===== src/sbt_cfg.svh =====
// register map, field positions, reset values and prescale counts of the interval timer
`ifndef SBT_CFG_SVH
`define SBT_CFG_SVH
`define SBT_ADDR_W 3
`define SBT_DATA_W 16
`define SBT_OFF_CONTROL 3'h0
`define SBT_OFF_COUNT 3'h1
`define SBT_OFF_PERIOD 3'h2
`define SBT_OFF_STATUS 3'h3
`define SBT_OFF_MASK 3'h4
`define SBT_BIT_RUN 15
`define SBT_BIT_IDLE 13
`define SBT_BIT_GATE 6
`define SBT_BIT_PS_HI 5
`define SBT_BIT_PS_LO 4
`define SBT_BIT_SYNC 2
`define SBT_BIT_SRC 1
`define SBT_CONTROL_MASK 16'ha076
`define SBT_CONTROL_RST 16'h0000
`define SBT_COUNT_RST 16'h0000
`define SBT_PERIOD_RST 16'hffff
`define SBT_STATUS_W 2
`define SBT_ST_MATCH 0
`define SBT_ST_GATE_END 1
`define SBT_PS_W 8
`define SBT_PS_TERM_1 8'h00
`define SBT_PS_TERM_8 8'h07
`define SBT_PS_TERM_64 8'h3f
`define SBT_PS_TERM_256 8'hff
`endif


===== src/sbt_pkg.sv =====
// types shared by the interval timer
package sbt_pkg;
	typedef enum logic [1:0] {
		SBT_MODE_TIMER,
		SBT_MODE_GATED,
		SBT_MODE_SYNC_COUNT,
		SBT_MODE_ASYNC_COUNT
	} sbt_mode_t;
endpackage : sbt_pkg


===== src/sbt_timer.sv =====
// sixteen-bit interval timer with prescaler, gating, counter modes and interrupt
// Overview of operation
// [RQ1] one 16-bit counter serves as free-running interval timer/counter or clock time base.
// [RQ2] the counter can run from the low-power 32 kHz oscillator fed on the external pin.
// [RQ3] asynchronous counter mode counts external edges with no resynchronising stage.
// [RQ4] synchronised counter mode resynchronises the prescaler output, not its input.
// [RQ5] timer and gated timer modes count the instruction clock.
// [RQ6] synchronous and asynchronous counter modes count the external pin.
// [RQ7] source, gate and sync bits choose timer, gated, sync counter or async counter mode.
// [RQ8] control bit 15 starts the timer when 1 and stops it when 0.
// [RQ9] control bit 13 set halts the timer in idle, clear lets it run in idle.
// [RQ10] control bit 6 enables gated accumulation and is ignored with the external source.
// [RQ11] control bits 5-4 pick prescale 1:1, 1:8, 1:64 or 1:256.
// [RQ12] control bit 2 picks synchronised external counting and is ignored on internal clock.
// [RQ13] control bit 1 picks rising edges of the external pin, else the instruction clock.
// [RQ14] unimplemented control bits read zero and implemented ones reset to zero.
// [RQ15] a count at the period value wraps the counter to zero and raises the interrupt flag.
`timescale 1ns/100ps
`include "sbt_cfg.svh"
module sbt_timer import sbt_pkg::*; #(
	parameter int COUNT_W = 16
) (
	input wire logic clk_in,
	input wire logic reset_n_in,
	input wire logic [`SBT_ADDR_W-1:0] addr_in,
	input wire logic [`SBT_DATA_W-1:0] wdata_in,
	input wire logic write_in,
	input wire logic read_in,
	output logic [`SBT_DATA_W-1:0] rdata_out,
	input wire logic instruction_clock_en_in,
	input wire logic ext_count_pin_in,
	input wire logic idle_mode_in,
	output logic irq_out,
	output logic [COUNT_W-1:0] count_out
);
	// the register bus carries the whole count in one word
	if (COUNT_W != `SBT_DATA_W) begin : g_width_check
		$error("sbt_timer: COUNT_W must equal the register width");
	end

	logic [`SBT_DATA_W-1:0] timer_one_control;
	logic [COUNT_W-1:0] count;
	logic [COUNT_W-1:0] period;
	logic [`SBT_STATUS_W-1:0] status;
	logic [`SBT_STATUS_W-1:0] mask;
	logic [`SBT_PS_W-1:0] presc_cnt;
	logic pin_q;
	logic sync_a;
	logic sync_b;

	// control fields
	wire logic run_enable = timer_one_control[`SBT_BIT_RUN];
	wire logic halt_when_idle = timer_one_control[`SBT_BIT_IDLE];
	wire logic gated_accumulate = timer_one_control[`SBT_BIT_GATE];
	wire logic [1:0] prescale_select = timer_one_control[`SBT_BIT_PS_HI:`SBT_BIT_PS_LO];
	wire logic ext_clock_sync_select = timer_one_control[`SBT_BIT_SYNC];
	wire logic clock_source_select = timer_one_control[`SBT_BIT_SRC];

	// bus decode
	wire logic wr_control = write_in && (addr_in == `SBT_OFF_CONTROL);
	wire logic wr_count = write_in && (addr_in == `SBT_OFF_COUNT);
	wire logic wr_period = write_in && (addr_in == `SBT_OFF_PERIOD);
	wire logic wr_status = write_in && (addr_in == `SBT_OFF_STATUS);
	wire logic wr_mask = write_in && (addr_in == `SBT_OFF_MASK);

	// mode decode
	sbt_mode_t mode;
	assign mode = !clock_source_select ?
		(gated_accumulate ? SBT_MODE_GATED : SBT_MODE_TIMER) :
		(ext_clock_sync_select ? SBT_MODE_SYNC_COUNT : SBT_MODE_ASYNC_COUNT); // [RQ7]

	// idle halt only when asked to
	wire logic running = run_enable && !(halt_when_idle && idle_mode_in); // [RQ8] [RQ9]

	// the pin doubles as the 32 kHz oscillator input and the gate input
	wire logic ext_rise = ext_count_pin_in && !pin_q; // [RQ2] [RQ13]
	wire logic gate_fall = !ext_count_pin_in && pin_q;

	logic src_tick;
	always_comb begin
		case (mode)
			SBT_MODE_TIMER: src_tick = instruction_clock_en_in; // [RQ5]
			SBT_MODE_GATED: src_tick = instruction_clock_en_in && ext_count_pin_in; // [RQ5] [RQ10]
			SBT_MODE_SYNC_COUNT: src_tick = ext_rise; // [RQ6]
			SBT_MODE_ASYNC_COUNT: src_tick = ext_rise; // [RQ6]
			default: src_tick = 1'b0;
		endcase
	end

	logic [`SBT_PS_W-1:0] presc_term;
	always_comb begin
		case (prescale_select)
			2'h0: presc_term = `SBT_PS_TERM_1; // [RQ11]
			2'h1: presc_term = `SBT_PS_TERM_8; // [RQ11]
			2'h2: presc_term = `SBT_PS_TERM_64; // [RQ11]
			2'h3: presc_term = `SBT_PS_TERM_256; // [RQ11]
			default: presc_term = `SBT_PS_TERM_1;
		endcase
	end

	// >= so a ratio cut while running cannot miss the terminal count
	wire logic presc_tick = running && src_tick && (presc_cnt >= presc_term);
	wire logic [`SBT_PS_W-1:0] next_presc_cnt = (!running || presc_tick) ? `SBT_PS_W'(0) :
		(src_tick ? presc_cnt + `SBT_PS_W'(1) : presc_cnt);

	// sync happens after the prescaler, so a slow crystal edge costs two cycles of latency only
	wire logic sync_mode = (mode == SBT_MODE_SYNC_COUNT);
	wire logic count_tick = running && (sync_mode ? sync_b : presc_tick); // [RQ3] [RQ4] [RQ12]
	wire logic at_period = (count == period);
	wire logic wrap = count_tick && at_period;
	wire logic [COUNT_W-1:0] next_count = wr_count ? wdata_in :
		(wrap ? COUNT_W'(0) : (count_tick ? count + COUNT_W'(1) : count)); // [RQ1] [RQ15]

	// hardware set wins over the write-one clear
	wire logic [`SBT_STATUS_W-1:0] st_set = {gate_fall && running && (mode == SBT_MODE_GATED), wrap};
	wire logic [`SBT_STATUS_W-1:0] st_clr = wr_status ? wdata_in[`SBT_STATUS_W-1:0] : '0;
	wire logic [`SBT_STATUS_W-1:0] next_status = (status & ~st_clr) | st_set; // [RQ15]

	logic [`SBT_DATA_W-1:0] rd_mux;
	always_comb begin
		case (addr_in)
			`SBT_OFF_CONTROL: rd_mux = timer_one_control & `SBT_CONTROL_MASK; // [RQ14]
			`SBT_OFF_COUNT: rd_mux = count;
			`SBT_OFF_PERIOD: rd_mux = period;
			`SBT_OFF_STATUS: rd_mux = {{(`SBT_DATA_W-`SBT_STATUS_W){1'b0}}, status};
			`SBT_OFF_MASK: rd_mux = {{(`SBT_DATA_W-`SBT_STATUS_W){1'b0}}, mask};
			default: rd_mux = '0;
		endcase
	end

	always_ff @(posedge clk_in or negedge reset_n_in) begin
		if (!reset_n_in) begin
			timer_one_control <= `SBT_CONTROL_RST; // [RQ14]
			period <= `SBT_PERIOD_RST;
			mask <= '0;
		end else begin
			if (wr_control) begin
				timer_one_control <= wdata_in & `SBT_CONTROL_MASK; // [RQ8] [RQ14]
			end
			if (wr_period) begin
				period <= wdata_in;
			end
			if (wr_mask) begin
				mask <= wdata_in[`SBT_STATUS_W-1:0];
			end
		end
	end

	always_ff @(posedge clk_in or negedge reset_n_in) begin
		if (!reset_n_in) begin
			count <= `SBT_COUNT_RST;
			presc_cnt <= '0;
			status <= '0;
			pin_q <= 1'b0;
		end else begin
			count <= next_count;
			presc_cnt <= next_presc_cnt;
			status <= next_status;
			pin_q <= ext_count_pin_in;
		end
	end

	// two-stage resynchroniser on the prescaler output
	always_ff @(posedge clk_in or negedge reset_n_in) begin
		if (!reset_n_in) begin
			sync_a <= 1'b0;
			sync_b <= 1'b0;
		end else begin
			sync_a <= presc_tick && sync_mode; // [RQ4]
			sync_b <= sync_a; // [RQ4]
		end
	end

	always_ff @(posedge clk_in or negedge reset_n_in) begin
		if (!reset_n_in) begin
			rdata_out <= '0;
		end else begin
			rdata_out <= read_in ? rd_mux : '0;
		end
	end

	assign irq_out = |(status & mask);
	assign count_out = count;

	// ratio check helper: source ticks seen since the prescaler last restarted
	logic [`SBT_PS_W:0] chk_ps_seen;
	logic chk_ps_fresh;
	always_ff @(posedge clk_in or negedge reset_n_in) begin
		if (!reset_n_in) begin
			chk_ps_seen <= '0;
			chk_ps_fresh <= 1'b1;
		end else begin
			if (!running || presc_tick) begin
				chk_ps_seen <= '0;
			end else if (src_tick) begin
				chk_ps_seen <= chk_ps_seen + (`SBT_PS_W+1)'(1);
			end
			// a ratio change mid-period voids the count until the next restart
			if (wr_control && running) begin
				chk_ps_fresh <= 1'b0;
			end else if (!running || presc_tick) begin
				chk_ps_fresh <= 1'b1;
			end
		end
	end
endmodule : sbt_timer


===== config.mk =====
export PLATFORM = sky130hd
export DESIGN_NAME = sbt_timer
export DESIGN_NICKNAME = d
export VERILOG_FILES = /design/src/sbt_pkg.sv /design/src/sbt_timer.sv
export VERILOG_INCLUDE_DIRS = /design/src /design/src/src
export SDC_FILE = /design/constraint.sdc
export NUM_CORES = 1
export LEC_CHECK = 0
export BUFFER_PORTS_ARGS = -buffer_cell sky130_fd_sc_hd__buf_2
export CAP_MARGIN = 20
export CORE_MARGIN = 5
export CORE_UTILIZATION = 51
export DETAILED_ROUTE_END_ITERATION = 10
export PLACE_DENSITY = 0.76
export SLEW_MARGIN = 20
export SYNTH_ARGS = -nofsm -noshare
export SYNTH_HDL_FRONTEND = slang
export SYNTH_SLANG_ARGS = --single-unit

===== constraint.sdc =====
create_clock -name clk_in -period 2.13 [get_ports clk_in]
set_input_delay 0.213 -clock clk_in [delete_from_list [all_inputs] [get_ports clk_in]]
set_output_delay 0.213 -clock clk_in [all_outputs]
set_load 0.01 [all_outputs]

==> results of run 1 <==
[Yosys cell counts (all sizes together) (8+ instances only)]
master | instances | area share
a21oi | 16 | 0.023
a22oi | 9 | 0.018
clkbuf | 14 | 0.014
dfrtp | 54 | 0.37
dfstp | 16 | 0.11
ha | 8 | 0.027
mux2 | 25 | 0.076
nand2 | 37 | 0.038
nand3 | 16 | 0.022
nand4 | 10 | 0.019
nor2 | 44 | 0.045
nor2b | 8 | 0.014
o21ai | 20 | 0.027
o311ai | 11 | 0.026
xor2 | 20 | 0.048
[cell families after synthesis]
group                    after synthesis  synth area share
XOR/XNOR                              21            0.0499
buffers and inverters                 23            0.0245
AO/OA/AOI/OAI                         69             0.127
AND/OR/NAND/NOR                      145             0.192
flip-flops                            70             0.481
multiplexers                          32            0.0988
adder cells (fa/ha/maj)                8            0.0272
[what timing repair did]
action | in CTS | in global routing
setup buffers | 12 | 0
gates cloned | 1 | 0
resized for setup | 18 | 11
hold buffers | 2 | 0
hold endpoints to repair | 16 | 0
pin swaps | 15 | 12
setup endpoints to repair | 17 | 24
[how the worst max path moves through the flow]
| stage | from | to | slack (ns) | cells after the start |
|---|---|---|---|---|
| after floorplan | timer_one_control[5] | count_out[8] | -0.12 | 9 |
| after global placement | timer_one_control[4] | count_out[8] | -0.22 | 9 |
| after detailed placement | timer_one_control[4] | count_out[13] | -0.49 | 9 |
| after CTS | timer_one_control[5] | count_out[8] | -0.41 | 9 |
| after global routing | timer_one_control[5] | count_out[11] | -0.54 | 11 |
| final | timer_one_control[5] | count_out[11] | -0.46 | 11 |
[worst min-delay path, stage by stage]
cell and delay [ns]:
buf_2 0.09, nand2_1 0.04, o311ai_1 0.06
[cell type report]
type,count,area share
tap,99,0.0257
clock inverter,7,0.0249
inverter,5,0.00389
sequential,70,0.367
multi-input combinational,275,0.396
clock buffer,9,0.0257
timing repair buffer,117,0.157
[state kept, by name (all words and copies together), names as in the netlist]
register and flops:
sync_a 1, period 16, rdata_out 16, mask 2, count_out 16, presc_cnt 8, status 2, sync_b 1
pin_q 1, timer_one_control 7
[metrics by stage]
step / TNS, ns / setup slack [ns] / instances / power [uW]
finish: -6.48 / -0.463 / 582 / 4360
global route: -8.28 / -0.542 / 582 / 4580
CTS: -5.43 / -0.410 / 583 / 4320
detailed placement: -5.18 / -0.490 / 552 / 2900
global placement: -2.36 / -0.222 / 552 / 2860
floorplan: -0.898 / -0.122 / 368 / 2390
[per-layer routing]
layer | GRT usage | share of wire | up-vias | wire length (um)
met4 | 0.120 | 0.027 | 0 | 280
met1 | 0.312 | 0.42 | 1579 | 4320
met5 | 0 | 0 | - | 0
met3 | 0.0478 | 0.068 | 28 | 697
met2 | 0.392 | 0.48 | 150 | 4910
li1 | - | - | 1539 | -
[layout by cell type (no fill, tap or decap), drive strengths merged, types with 2 or more instances in the layout]
master and count:
buf 115, dfrtp 54, nor2 44, nand2 37, mux2 25, xor2 20, o21ai 20, dfstp 16
a21oi 16, nand3 16, o311ai 11, nand4 10, a22oi 9, clkbuf 9, nor2b 8, ha 8
mux2i 6, and2 6, and3 6, inv 6, nor4 4, nand2b 3, bufinv 3, nor3b 3
a31oi 2, dlygate4sd3 2, or4 2, nor3 2, clkinv 2
[power groups by stage]
| stage | combinational (uW) | clock [uW] | sequential, uW |
|---|---|---|---|
| CTS | 1210 | 1340 | 1760 |
| global placement | 1080 | 0 | 1780 |
| floorplan | 570 | 0 | 1820 |
| global route | 1380 | 1410 | 1800 |
| detailed placement | 1110 | 0 | 1790 |
| finish | 1250 | 1330 | 1770 |
==> impl_metrics.ini, run 1 <==
[clocking]
htreeDepth = 3
clkTransAtPathRegs_ns = 0.08
cts_root_buf = clkbuf_8
cts_tree = built
clk_latency_ns = 0.36
clk_path_buf_depth = 2
clock_sinks = 70
cts_buffers = 9

[power]
intPower_uw = 2960
seq_power_share = 0.407
p_leak_uw = 0.00216
clkPwrFrac = 0.306
p_sw_uw = 1400
worst_ir_drop_vdd_mv = 0.427
switching_share = 0.321
combPwrFrac = 0.287
powerDensity_nw_per_um2 = 904

[grt]
track_usage = 0.243
grt_max_degree = 48
grt_pass1_vias = 3322
antenna_found_initial = 0
grt-ovfl-total = 0
grt_first_pass_wirelength_um = 16600

[detailed_routing]
via_per_inst = 5.66
wl_per_cell_um = 17.6
drtPass1Iterations = 5
vias = 3296
ant_nets = 0
route.final.wire_length_um = 10200
first_iter_violations = 314
drc_errors = 0

[timing]
clock.fmax_mhz = 386
finalCriticalPeriod_ns = 2.59
rsz0062_at_grt = yes
slew-limit-headroom = 0.502
slew_viol_final = 0
worstMarginPinSlew_ns = 0.745
setup_viol = 23
hold_slack_ns = 0.0763
finalCritPeriodShare = 1.22
finalHoldViolations = 0
clock_skew_ns = 0.0111
setup_slack_ns = -0.463

[setup_path]
cp-end-kind = flop
crit_top_cell = buf_4
r2r_cells = 11
crit_arrival_ns = 2.89
cpMaxStageDelayCell = dfrtp_1
reg2reg_slack_ns = -0.46
crit_buf_inv = 4
rr_endpoint = count_out[11]
critPathTopFamily = simple AND/OR/NAND/NOR gates
rr_startpoint = timer_one_control[5]
crit_fanout = 5
setup.worst_path.class = reg -> reg
cp_cell_sequence = buf_4 -> buf_4 -> buf_4 -> o21ba_4 -> nor3b_4 -> a21oi_2 -> o31ai_4 -> nand4_4 -> buf_6 -> or4_1 -> nand3_1
cpPeakStageDelay_ns = 0.43
crit_path_start_kind = flop
required_ns = 2.43

[synthesis]
synth_area_sq_um = 3680
syn-num-nets = 402
avgSynthCellArea_sq_um = 10.0
ys_warn_count = 0
synth_edf_count = 0
synth_seq_area_share = 0.481
async_flop_share = 1.00
synth-seq-cells = 70
synthFlopType = dfrtp_1
synth_cells = 368
yosysUniqueCellTypes = 49

[cells_and_area]
n_antenna_cell = 0
register_area_sq_um = 1770
fin_util = 0.676
nNetsFinal = 512
n_fill_cell = 552
fin_area_sq_um = 4820
multi_input_area_sq_um = 1910
layout-drive-gt1-share = 0.391
area_growth_pct = 30.9

[worst_hold_path]
holdPathEnd = count_out[14]
holdPathStages = 3
worstHoldStart = wdata_in[14]
hp-class = in -> reg

[placement]
dpl-instance-area_sq_um = 4380
gp_congestion = 0.927
io_buffers = 58
post-dp-hpwl_um = 7010

[die]
fp.dieH_um = 95.0
pin_count = 59
initial_core_util = 0.516
std_cell_rows = 31
core_area_sq_um = 7140
die_x_um = 95.0
fp.dieArea_sq_um = 9020

[run_status]
status = finished with violations
failed_checks = negative setup slack

[flow_run]
drv_cap = 0
(Power assumes the default switching activity.)
==> run 2, diff against run 1 <==
--- a/config.mk
+++ b/config.mk
@@ -11,5 +11,5 @@
 export CORE_MARGIN = 5
-export CORE_UTILIZATION = 51
+export CORE_UTILIZATION = 60
 export DETAILED_ROUTE_END_ITERATION = 10
-export PLACE_DENSITY = 0.76
+export PLACE_DENSITY = 0.84
 export SLEW_MARGIN = 20
==> constraint.sdc (replaced) <==
create_clock -name clk_in -period 3.3 [get_ports clk_in]
set_input_delay 0.33 -clock clk_in [delete_from_list [all_inputs] [get_ports clk_in]]
set_output_delay 0.33 -clock clk_in [all_outputs]
set_load 0.05 [all_outputs]
==> run 2 against run 1 <==
Against the previous run: the flow now finishes without violations; via count shrank 5.1%; maximum frequency is 7.5% lower; final cell count decreased by 13%; sequential share of layout area is 4.4 points higher; clock-buffer cell count up 4; combinational power down 40%; routed wire length fell by 7.9%; flip-flop and latch count is the same; sequential power is 32% lower; die area is 13% lower; utilization rose by 4.8 points; first-iteration DRC count decreased by 10%; critical path type unchanged.
==> impl_metrics.ini, run 2 (synthesized netlist as in run 1, its figures left out) <==
[die]
fp.dieH_um = 88.4
fp.dieArea_sq_um = 7810
pin_count = 59
std_cell_rows = 28
core_area_sq_um = 5960
initial_core_util = 0.618
die_x_um = 88.4

[cells_and_area]
fin_area_sq_um = 4310
area_growth_pct = 16.9
layout-drive-gt1-share = 0.289
layout_commonest_cell = buf_2
n_antenna_cell = 0
final_cell_mix = 58 x buf_2, 54 x dfrtp_1, 44 x nor2_1
nNetsFinal = 461

[clocking]
clock_sinks = 70
cts_buffers = 9
clkTransAtPathRegs_ns = 0.07
clk_path_buf_depth = 2
ctsResizeCount = 0
cts_root_buf = clkbuf_8
htreeDepth = 3
clk_latency_ns = 0.35
cts_tree = built

[run_status]
status = finished, final reports clean

[worst_hold_path]
hp-class = in -> reg
holdPathEnd = pin_q
worstHoldStart = ext_count_pin_in
holdPathStages = 1

[timing]
slew_viol_final = 0
clock.fmax_mhz = 357
setup_viol = 0
finalHoldViolations = 0
finalCritPeriodShare = 0.850
clock_skew_ns = 0.00801
worstMarginPinSlew_ns = 0.679
finalCriticalPeriod_ns = 2.80
hold_slack_ns = 0.112
finalSetupTns_ns = 0
slew-limit-headroom = 0.547
rsz0062_at_grt = no

[power]
worst_ir_drop_vdd_mv = 0.375
powerDensity_nw_per_um2 = 656
p_leak_uw = 0.00190

[detailed_routing]
vias = 3129
first_iter_violations = 282
wl_per_cell_um = 18.6
via_per_inst = 6.17
ant_nets = 0
drc_errors = 0
route.final.wire_length_um = 9410
drtPass1Iterations = 4

[setup_path]
required_ns = 3.52
reg2reg_slack_ns = 0.50
setup.worst_path.class = reg -> reg
rr_startpoint = timer_one_control[5]
cp-end-kind = flop
crit_fanout = 11
rr_endpoint = count_out[2]
crit_arrival_ns = 3.02
crit_path_start_kind = flop
r2r_cells = 9

[placement]
dpl-instance-area_sq_um = 4050
gp_congestion = 0.947
post-dp-hpwl_um = 6850
io_buffers = 58

[grt]
grt_first_pass_wirelength_um = 15600
antenna_found_initial = 0
grt-ovfl-total = 0
track_usage = 0.261
grt_pass1_vias = 3078
grt_max_degree = 26

[flow_run]
drv_cap = 0
==> run 2: changes by cell type in the layout (fill, tap and decap cells not counted), sizes merged <==
cell         delta
clkinvlp        -1
clkinv          -2
buf            -50
clkbuf          +4
inv             -1
dlygate4sd3     -1
==> run 2: what timing repair did <==
item	in CTS	in global routing
endpoints found under the setup margin	0	0
hold endpoints to repair	15	0
hold buffers	1	0
buffers inserted	0	0
==> run 2: how the worst max path moves through the flow <==
| stage | startpoint | endpoint | slack [ns] | cells after the start |
|---|---|---|---|---|
| after global placement | timer_one_control[5] | count_out[8] | 0.71 | 9 |
| after global routing | timer_one_control[4] | count_out[8] | 0.32 | 9 |
| after CTS | timer_one_control[5] | count_out[2] | 0.53 | 9 |
| after detailed placement | timer_one_control[5] | count_out[2] | 0.56 | 9 |
| after floorplan | count_out[0] | count_out[14] | 1.03 | 8 |
| final | timer_one_control[5] | count_out[2] | 0.50 | 9 |
==> run 2: critical path, cell delays in order, from the launching register on <==
cell and delay, ns:
dfrtp_1 0.43, nand2_1 0.13, ha_1 0.34, nand4_1 0.17
nor3b_2 0.24, a21oi_2 0.14, o31ai_4 0.30, nand4_2 0.34
buf_4 0.26, o311ai_0 0.34
==> run 2: per-layer routing <==
layer  wire [um]  global-route usage
met1        4010               0.358
met3         721              0.0475
met5           0                   0
met4         167              0.0962
met2        4510               0.417
==> run 2: cell type report <==
cell class | count | area [sq um]
Clock inverter | 3 | 90.1
Sequential cell | 70 | 1770
Clock buffer | 13 | 159
Multi-Input combinational cell | 275 | 1820
Timing Repair Buffer | 66 | 353
Fill cell | 453 | 1650
Inverter | 5 | 18.8
Tap cell | 75 | 93.8
==> run 2: metrics by stage <==
step                      total power, uW  utilization  setup slack [ns]  instances
after floorplan                      1730            -              1.03        368
after global placement               1930        0.680             0.711        490
after detailed placement             1960        0.680             0.556        490
after CTS                            2820        0.723             0.529        507
after global routing                 2950        0.723             0.322        507
final                                2830        0.723             0.496        507
==> run 2: power by group <==
part	internal, uW	total [uW]	leakage (uW)	switching, uW
sequential	1020	1210	0.000853	184
combinational	259	754	0.000919	495
clock	544	864	0.000124	319
total	1830	2830	0.00190	998
==> run 3, diff against run 2 <==
- CORE_UTILIZATION: 60 -> 51
- PLACE_DENSITY: 0.84 -> 0.76
- clock period: 3.3 -> 2.45 ns (I/O delays scaled with it)
==> run 3 against run 2 <==
Against the previous run: the run now ends with negative setup slack left; global-route usage decreased by 2.8 points; non-clock buffer count grew 27; critical path depth is the same; sequential share of layout area decreased by 2.6 points; hold slack got worse by 0.084 ns; total power increased by 38%; critical endpoint is now count_out[8]; setup slack worse by 0.54 ns; sequential power is 30% higher.
==> impl_metrics.ini, run 3 (synthesized netlist as in run 1, its figures left out) <==
[run_status]
status = finished with violations
failed_checks = negative setup slack

[clocking]
clkTransAtPathRegs_ns = 0.08
cts_buffers = 9
clock_sinks = 70
clk_latency_ns = 0.36
cts_tree = built
cts_root_buf = clkbuf_8
htreeDepth = 3
clk_path_buf_depth = 2

[grt]
antenna_found_initial = 0
grt_max_degree = 28
grt_first_pass_wirelength_um = 15900
track_usage = 0.234
grt-ovfl-total = 0
grt_pass1_vias = 3092

[die]
fp.dieH_um = 95.0
fp.dieArea_sq_um = 9020
core_area_sq_um = 7140
std_cell_rows = 31
pin_count = 59
initial_core_util = 0.516
die_x_um = 95.0

[detailed_routing]
ant_nets = 0
vias = 3201
drtPass1Iterations = 5
first_iter_violations = 204
route.final.wire_length_um = 9920
drc_errors = 0
wl_per_cell_um = 17.8
via_per_inst = 5.74

[timing]
setup_viol = 2
slew-limit-headroom = 0.592
finalCritPeriodShare = 1.02
clock_skew_ns = 0.00964
rsz0062_at_grt = yes
finalSetupTns_ns = -0.0651
finalCriticalPeriod_ns = 2.49
clock.fmax_mhz = 402
setup_slack_ns = -0.0406
worstMarginPinSlew_ns = 0.612
finalHoldViolations = 0
hold_slack_ns = 0.0280
slew_viol_final = 0

[setup_path]
setup.worst_path.class = reg -> reg
cp-end-kind = flop
rr_endpoint = count_out[8]
crit_path_start_kind = flop
rr_startpoint = timer_one_control[5]
crit_arrival_ns = 2.79
r2r_cells = 9
crit_fanout = 5
required_ns = 2.75
reg2reg_slack_ns = -0.04

[worst_hold_path]
holdPathStages = 1
hp-class = in -> reg
holdPathEnd = pin_q
worstHoldStart = ext_count_pin_in

[cells_and_area]
nNetsFinal = 488
final_cell_mix = 58 x buf_2, 54 x dfrtp_1, 44 x nor2_1
area_growth_pct = 25.0
layout_commonest_cell = buf_2
layout-drive-gt1-share = 0.351
n_antenna_cell = 0
fin_util = 0.645

[power]
worst_ir_drop_vdd_mv = 0.380
intPower_uw = 2500
seq_power_share = 0.402
powerDensity_nw_per_um2 = 848
switching_share = 0.359
p_sw_uw = 1400
combPwrFrac = 0.309
p_leak_uw = 0.00204
clkPwrFrac = 0.289
total_power_uw = 3900

[placement]
post-dp-hpwl_um = 7060
gp_congestion = 0.955
io_buffers = 58

[flow_run]
drv_cap = 0
## run 3: power groups by stage
stage	registers (uW)	clock network (uW)	logic, uW
after floorplan	1810	0	510
after global placement	1570	0	1100
after detailed placement	1590	0	1120
after CTS	1560	1140	1180
after global routing	1600	1200	1290
final	1570	1130	1210
## run 3: repair_timing
action,4_1_cts,5_1_grt
hold buffers,1,0
hold endpoints to repair,20,0
resized for setup,8,12
endpoints found under the setup margin,14,16
setup buffers,9,0
pin swaps,1,5
## run 3: through the flow
step,instance area [sq um],std cells,setup slack [ns]
finish,4600,558,-0.0406
global route,4600,558,-0.139
CTS,4560,558,0.0172
detailed placement,4210,532,-0.339
global placement,4210,532,-0.186
floorplan,3680,368,0.180
## run 3: worst max-delay path by stage
stage	from	depth (start not counted)	end	slack (ns)
floorplan	count_out[0]	8	count_out[14]	0.18
global placement	timer_one_control[5]	9	count_out[15]	-0.19
detailed placement	timer_one_control[5]	9	count_out[15]	-0.34
CTS	timer_one_control[5]	9	count_out[8]	0.02
global route	timer_one_control[5]	9	count_out[8]	-0.14
finish	timer_one_control[5]	9	count_out[8]	-0.04
## run 3: per-layer routing
metal / vias to the layer above / GRT usage / share of wire
li1: 1494 / - / -
met1: 1577 / 0.312 / 0.43
met2: 113 / 0.369 / 0.49
met3: 17 / 0.0526 / 0.065
met4: 0 / 0.0925 / 0.021
met5: - / 0 / 0
## run 3: layout make-up
type | instances | area, sq um
clock buffers | 10 | 128
flip-flops and latches | 70 | 1770
repair buffers | 93 | 559
inverters | 5 | 18.8
fillers | 636 | 2530
multi-input cells | 275 | 1890
well taps | 99 | 124
clock inverters | 6 | 109
## run 3: critical path: stages (launching register included)
cell     delay (ns)
dfrtp_1        0.38
inv_1          0.10
ha_1           0.31
nand4_1        0.18
nor3b_2        0.31
a21oi_2        0.12
o31ai_4        0.23
nand4_4        0.18
or4_1          0.52
nand3_1        0.10
